<file path="config.mk">
export PLATFORM = sky130hd
export DESIGN_NAME = icp_pins
export DESIGN_NICKNAME = d
export VERILOG_FILES = /design/src/common/icp_pkg.sv /design/src/hw/icp_pins.sv /design/src/hw/icp_sync.sv
export SDC_FILE = /design/constraint.sdc
export NUM_CORES = 1
export LEC_CHECK = 0
export ABC_CLOCK_PERIOD_IN_PS = 800
export BUFFER_PORTS_ARGS = -buffer_cell sky130_fd_sc_hd__buf_2
export CAP_MARGIN = 5
export CORE_MARGIN = 3
export CORE_UTILIZATION = 42
export CTS_CLUSTER_DIAMETER = 50
export DETAILED_ROUTE_END_ITERATION = 6
export GPL_ROUTABILITY_DRIVEN = 1
export GPL_TIMING_DRIVEN = 1
export PLACE_DENSITY = 0.73
export SYNTH_ARGS = -nofsm -noshare
export SYNTH_HDL_FRONTEND = slang
export SYNTH_SLANG_ARGS = --single-unit
</file>
<file path="constraint.sdc">
create_clock -name I_CORE_CLK -period 0.8 [get_ports I_CORE_CLK]
set_input_delay 0.24 -clock I_CORE_CLK [delete_from_list [all_inputs] [get_ports I_CORE_CLK]]
set_output_delay 0.24 -clock I_CORE_CLK [all_outputs]
set_load 0.01 [all_outputs]
</file>
<file path="src/common/icp_pkg.sv">
// Shared types and constants for the expansion-bus command/address pin block.
// Assumes a single core clock; all pin inputs are synchronised before use.
`default_nettype none
package icp_pkg;
    localparam int LA_WIDTH = 7;
    localparam int SYNC_STAGES = 2;
    localparam logic [6:0] LA_RESET = 7'h00;

    typedef enum logic [2:0] {
        ICP_CMD_IDLE    = 3'b000,
        ICP_CMD_IO_WR   = 3'b001,
        ICP_CMD_MEM_RD  = 3'b010,
        ICP_CMD_REFRESH = 3'b011,
        ICP_CMD_DMA_RD  = 3'b100,
        ICP_CMD_MEM_WR  = 3'b101
    } icp_cmd_t;

    // One two-way pin: level driven, enable
    typedef struct packed {
        logic o;
        logic oe;
    } icp_drive_t;

    typedef struct packed {
        logic [6:0] o;
        logic oe;
    } icp_la_drive_t;
endpackage : icp_pkg
`default_nettype wire

</file>
<file path="src/hw/icp_pins.sv">
// Expansion-bus command and upper address pin control.
// Assumes internal bus logic on the core clock supplies ownership, cycle type,
// address and mode; pin wires are resolved outside from the enables.
//
// Behaviour
// - Drive I/O write when owning or in extended mode, else input
// - Strobes float in reset, high after, in suspend
// - Seven upper address lines driven when owning
// - Upper address lines input under external master
// - Extended mode turns address into general outputs
// - Address floats in reset, holds during suspend
// - Wide select ignored for I/O and refresh
// - Sample wide select; drive low for master-to-PCI
// - Wide select floats in reset, after, suspend
// - Drive memory read when master or in extended mode, else input
// - Memory read also driven during refresh
// - Memory read asserted for DMA memory side
`default_nettype none
module icp_pins
    import icp_pkg::*;
#(
    parameter int LA_W = LA_WIDTH
) (
    input wire logic I_CORE_CLK,
    input wire logic I_RESET_N,
    input wire logic i_own_bus,
    input wire logic i_eio_mode,
    input wire logic i_pos,
    input wire icp_cmd_t i_cmd,
    input wire logic [LA_W-1:0] i_addr,
    input wire logic [LA_W-1:0] i_gpo,
    input wire logic i_master_pci_mem,
    input wire logic i_io_write_strobe_n,
    input wire logic i_memory_read_strobe_n,
    input wire logic [LA_W-1:0] i_upper_addr,
    input wire logic i_wide_memory_select_n,
    output logic o_io_write_strobe_n,
    output logic o_io_write_strobe_oe,
    output logic o_memory_read_strobe_n,
    output logic o_memory_read_strobe_oe,
    output logic [LA_W-1:0] o_upper_addr,
    output logic o_upper_addr_oe,
    output logic o_wide_memory_select_n,
    output logic o_wide_memory_select_oe,
    output logic o_ext_io_write_n,
    output logic o_ext_memory_read_n,
    output logic [LA_W-1:0] o_ext_upper_addr,
    output logic o_wide_cycle
);
    localparam int SW = LA_W + 3;

    logic [SW-1:0] pins_sync;
    logic ext_iow_n;
    logic ext_memory_read_strobe_n;
    logic ext_wide_n;
    logic [LA_W-1:0] ext_la;

    icp_sync #(
        .WIDTH(SW),
        .INIT({{LA_W{1'b0}}, 3'b111})
    ) u_sync (
        .i_clk(I_CORE_CLK),
        .i_reset_n(I_RESET_N),
        .i_async({i_upper_addr, i_wide_memory_select_n, i_memory_read_strobe_n,
                  i_io_write_strobe_n}),
        .o_sync(pins_sync)
    );
    assign ext_iow_n = pins_sync[0];
    assign ext_memory_read_strobe_n = pins_sync[1];
    assign ext_wide_n = pins_sync[2];
    assign ext_la = pins_sync[SW-1:3];

    function automatic logic is_mem_cycle(input icp_cmd_t c);
        is_mem_cycle = (c == ICP_CMD_MEM_RD) || (c == ICP_CMD_DMA_RD) || (c == ICP_CMD_MEM_WR);
    endfunction : is_mem_cycle

    icp_drive_t iow_reg, iow_next;
    icp_drive_t memory_read_strobe_reg, memory_read_strobe_next;
    icp_drive_t wide_reg, wide_next;
    icp_la_drive_t la_reg, la_next;
    logic ext_iow_reg, ext_iow_next;
    logic ext_memory_read_strobe_reg, ext_memory_read_strobe_next;
    logic [LA_W-1:0] ext_la_reg, ext_la_next;
    logic wide_cycle_reg, wide_cycle_next;

    always_comb begin
        iow_next = iow_reg;
        memory_read_strobe_next = memory_read_strobe_reg;
        la_next = la_reg;
        wide_next = '{o: 1'b1, oe: 1'b0};
        ext_iow_next = 1'b1;
        ext_memory_read_strobe_next = 1'b1;
        ext_la_next = ext_la_reg;
        wide_cycle_next = 1'b0;
        if (i_pos) begin
            // Suspend: strobes idle high, address pins hold last value
            iow_next = '{o: 1'b1, oe: iow_reg.oe};
            memory_read_strobe_next = '{o: 1'b1, oe: memory_read_strobe_reg.oe};
            la_next = la_reg;
        end else if (i_own_bus || i_eio_mode) begin
            // Extended mode has no external masters, so pins stay outputs
            iow_next = '{o: !(i_cmd == ICP_CMD_IO_WR), oe: 1'b1};
            memory_read_strobe_next.oe = 1'b1;
            memory_read_strobe_next.o = !((i_cmd == ICP_CMD_MEM_RD) ||
                            (i_cmd == ICP_CMD_REFRESH) ||
                            (i_cmd == ICP_CMD_DMA_RD));
            la_next.oe = 1'b1;
            la_next.o = i_eio_mode ? i_gpo : i_addr;
            // Only memory cycles look at wide select
            wide_cycle_next = is_mem_cycle(i_cmd) && !ext_wide_n;
        end else begin
            iow_next = '{o: 1'b1, oe: 1'b0};
            memory_read_strobe_next = '{o: 1'b1, oe: 1'b0};
            la_next.oe = 1'b0;
            ext_iow_next = ext_iow_n;
            ext_memory_read_strobe_next = ext_memory_read_strobe_n;
            ext_la_next = ext_la;
            if (i_master_pci_mem) begin
                wide_next = '{o: 1'b0, oe: 1'b1};
            end
        end
    end

    always_ff @(posedge I_CORE_CLK or negedge I_RESET_N) begin
        if (!I_RESET_N) begin
            // Float every pin in reset; strobes go high right after
            iow_reg <= '{o: 1'b1, oe: 1'b0};
            memory_read_strobe_reg <= '{o: 1'b1, oe: 1'b0};
            la_reg <= '{o: LA_RESET, oe: 1'b0};
            wide_reg <= '{o: 1'b1, oe: 1'b0};
            ext_iow_reg <= 1'b1;
            ext_memory_read_strobe_reg <= 1'b1;
            ext_la_reg <= LA_RESET;
            wide_cycle_reg <= 1'b0;
        end else begin
            iow_reg <= iow_next;
            memory_read_strobe_reg <= memory_read_strobe_next;
            la_reg <= la_next;
            wide_reg <= wide_next;
            ext_iow_reg <= ext_iow_next;
            ext_memory_read_strobe_reg <= ext_memory_read_strobe_next;
            ext_la_reg <= ext_la_next;
            wide_cycle_reg <= wide_cycle_next;
        end
    end

    assign o_io_write_strobe_n = iow_reg.o;
    assign o_io_write_strobe_oe = iow_reg.oe;
    assign o_memory_read_strobe_n = memory_read_strobe_reg.o;
    assign o_memory_read_strobe_oe = memory_read_strobe_reg.oe;
    assign o_upper_addr = la_reg.o;
    assign o_upper_addr_oe = la_reg.oe;
    assign o_wide_memory_select_n = wide_reg.o;
    assign o_wide_memory_select_oe = wide_reg.oe;
    assign o_ext_io_write_n = ext_iow_reg;
    assign o_ext_memory_read_n = ext_memory_read_strobe_reg;
    assign o_ext_upper_addr = ext_la_reg;
    assign o_wide_cycle = wide_cycle_reg;
endmodule : icp_pins
`default_nettype wire

</file>
<file path="src/hw/icp_sync.sv">
// Two-flop synchroniser for pin inputs of configurable width.
// Assumes inputs are asynchronous to the core clock.
`default_nettype none
module icp_sync
    import icp_pkg::*;
#(
    parameter int WIDTH = 1,
    parameter logic [WIDTH-1:0] INIT = '1
) (
    input wire logic i_clk,
    input wire logic i_reset_n,
    input wire logic [WIDTH-1:0] i_async,
    output logic [WIDTH-1:0] o_sync
);
    logic [WIDTH-1:0] meta_reg;
    logic [WIDTH-1:0] sync_reg;

    always_ff @(posedge i_clk or negedge i_reset_n) begin
        if (!i_reset_n) begin
            meta_reg <= INIT;
            sync_reg <= INIT;
        end else begin
            meta_reg <= i_async;
            sync_reg <= meta_reg;
        end
    end

    assign o_sync = sync_reg;
endmodule : icp_sync
`default_nettype wire

</file>
==> impl_metrics.py <==
metrics = {
    "sta": {
        "setup_viol": 33,
        "tightest_slew_ns": 0.218,
        "timing.final.crit_share_pct": 151,
        "fin_crit_ns": 1.21,
        "slew_violations": 0,
        "fmaxAchievable_ghz": 0.827,
        "hold_violations": 0,
        "finClkSkew_ns": 0.00697,
        "rsz0062_at_grt": "yes",
        "slew_headroom_pct": 85.5,
        "holdWs_ns": 0.0294,
        "worst_slack_ns": -0.409,
    },
    "place": {
        "dp_hpwl_mm": 2.01,
        "gp_congestion": 0.671,
        "port_buffers": 56,
    },
    "pwr": {
        "ir_drop_v": 0.00141,
        "power.total_mw": 4.76,
        "power.density_nw_per_um2": 2050,
        "leakage_nw": 1.14,
    },
    "min_path": {
        "hp-class": "in2reg",
    },
    "route": {
        "antenna_left": 0,
        "viasPerCell": 4.40,
        "drc": 0,
        "totalWireLength_mm": 3.06,
        "firstDrtPassIters": 4,
        "post_drt_wl_per_cell_um": 13.8,
        "first_iter_violations": 60,
        "via_count": 977,
    },
    "clocking": {
        "clk_pin_slew_ns": 0.12,
        "clk_latency_ns": 0.33,
        "numCtsBuffers": 5,
        "cts_max_level": 2,
        "cts_sinks": 42,
        "cts_tree": "yes",
        "cts_max_path_buffers": 2,
        "root_buffer": "clkbuf_4",
    },
    "die": {
        "start_util_pct": 46.5,
        "die_area_um2": 4300,
        "rows": 20,
        "io_pins": 57,
        "die_h_um": 65.5,
        "die_x_um": 65.5,
        "core-area_um2": 3200,
    },
    "layout": {
        "register_area_um2": 1070,
        "drive_gt1_share_pct": 69.1,
        "n_antenna_cell": 0,
        "layout.nets": 210,
        "final_util_pct": 72.7,
        "final_common_cell": "buf_2",
        "final_cell_mix": "45 x buf_2, 30 x dfrtp_1, 19 x buf_6, 14 x mux2_4",
        "n_fill_cell": 216,
        "syn_to_final_growth_pct": 56.3,
        "multiInputGateArea_um2": 404,
    },
    "global_route": {
        "grt-ovfl-total": 0,
        "grt_pass1_wl_mm": 4.77,
        "grtUsageTotal_pct": 15.5,
        "grt_pass1_vias": 1044,
        "antenna_found_initial": 0,
        "grt_max_degree": 43,
    },
    "setup_path": {
        "cp_max_fo": 1,
        "critPathKind": "reg2out",
        "start_kind": "register",
        "required_ns": 0.56,
        "end_kind": "output pin",
        "critPathArrivalTime_ns": 0.97,
        "cp_top_family": "flip-flops",
        "crit_path_cell_trace": "buf_6",
        "cp_slowest_cell": "dfstp_2",
        "reg2reg_slack_ns": -0.19,
        "cpPeakStageDelay_ns": 0.55,
        "critPathBufInv": 1,
    },
    "logic_synthesis": {
        "syn_inst": 85,
        "ys_ff_latch": 42,
        "syn_nets": 118,
        "syn_area_um2": 1490,
        "avgSynthCellArea_um2": 17.5,
        "synth_warnings": 0,
        "ys_seq_area_share_pct": 71.5,
        "synth_cell_types": 20,
    },
    "run_status": {
        "status": "finished with violations",
        "violations": "negative setup slack",
    },
    "run": {
        "drv_cap": 0,
    },
}
==> cells by family (layout without fill, tap and decap cells) <==
group | Yosys count | in the layout | share of synthesized area [%]
buffers and inverters | 7 | 100 | 3.78
DFF | 42 | 42 | 71.5
AOI/OAI and AO/OA | 4 | 4 | 2.02
and+or+nand+nor | 11 | 11 | 5.04
muxes | 21 | 21 | 17.6
==> synthesized netlist by cell type, drive strengths merged <==
cell / number / area share [%]
nand2: 1 / 0.25
nand3: 1 / 0.34
a21oi: 1 / 0.34
dfstp: 11 / 19
mux2: 21 / 18
o21ba: 1 / 0.67
nand2b: 2 / 0.84
buf: 5 / 3.3
nor2: 1 / 0.25
inv: 2 / 0.50
dfrtp: 31 / 52
o211a: 1 / 0.67
and2: 1 / 0.42
nor3: 1 / 1.1
nor2b: 2 / 0.84
nor3b: 2 / 1.0
o21ai: 1 / 0.34
==> cell type report <==
type | instances | share of cell area, %
clock buffers | 7 | 2.37
multi-input cells | 36 | 17.4
inverters | 2 | 0.323
repair buffers | 90 | 30.5
flip-flops and latches | 42 | 45.8
well taps | 44 | 2.37
clock inverters | 1 | 1.29
==> per-layer routing <==
layer	vias up	global-route usage [%]	share of wire [%]
li1	466	-	-
met4	0	6.22	1.4
met3	4	4.44	4.7
met5	-	0	0
met2	30	28.1	57
met1	477	16.8	37
==> path summary, 6_finish.rpt <==
| path | cells past startpoint | from | to |
|---|---|---|---|
| max in group asynchronous | 3 | I_RESET_N | o_ext_memory_read_n$_DFF_PN1_ |
| hold reg to reg | 0 | u_sync.meta_reg[8]$_DFF_PN0_ | u_sync.o_sync[8]$_DFF_PN0_ |
| min in group asynchronous | 3 | I_RESET_N | u_sync.meta_reg[4]$_DFF_PN0_ |
| setup / recovery | 1 | o_io_write_strobe_n$_DFF_PN1_ | o_io_write_strobe_n |
| hold / removal | 2 | i_master_pci_mem | o_wide_memory_select_n$_DFF_PN1_ |
| setup reg to reg | 3 | o_upper_addr[6]$_DFFE_PN0P_ | o_upper_addr[6]$_DFFE_PN0P_ |
==> report_power, final <==
part           switching, mW  internal (mW)  total [mW]  leakage [nW]
Sequential            0.0994           2.33        2.43         0.481
Clock                  0.618          0.747        1.36        0.0455
Combinational          0.339          0.630       0.969         0.616
==> through the flow <==
step / cell area [um^2] / TNS (ns) / cells / setup WS [ns]
3_5_place_dp: 1890 / -7.71 / 189 / -0.446
4_1_cts: 2270 / -9.27 / 216 / -0.432
2_1_floorplan: 1530 / -4.09 / 85 / -0.294
3_3_place_gp: 1890 / -7.36 / 189 / -0.414
5_1_grt: 2330 / -10.40 / 222 / -0.454
6_report: 2330 / -8.98 / 222 / -0.409
==> what timing repair did <==
| action | in CTS | in global routing |
|---|---|---|
| setup buffers | 8 | 7 |
| gates resized for setup | 23 | 11 |
| endpoints found under the setup margin | 34 | 39 |
| hold endpoints to repair | 40 | 1 |
| hold buffers | 10 | 1 |
| pin swaps | 0 | 2 |
| gates cloned | 1 | 0 |
(Power assumes the default switching activity.)
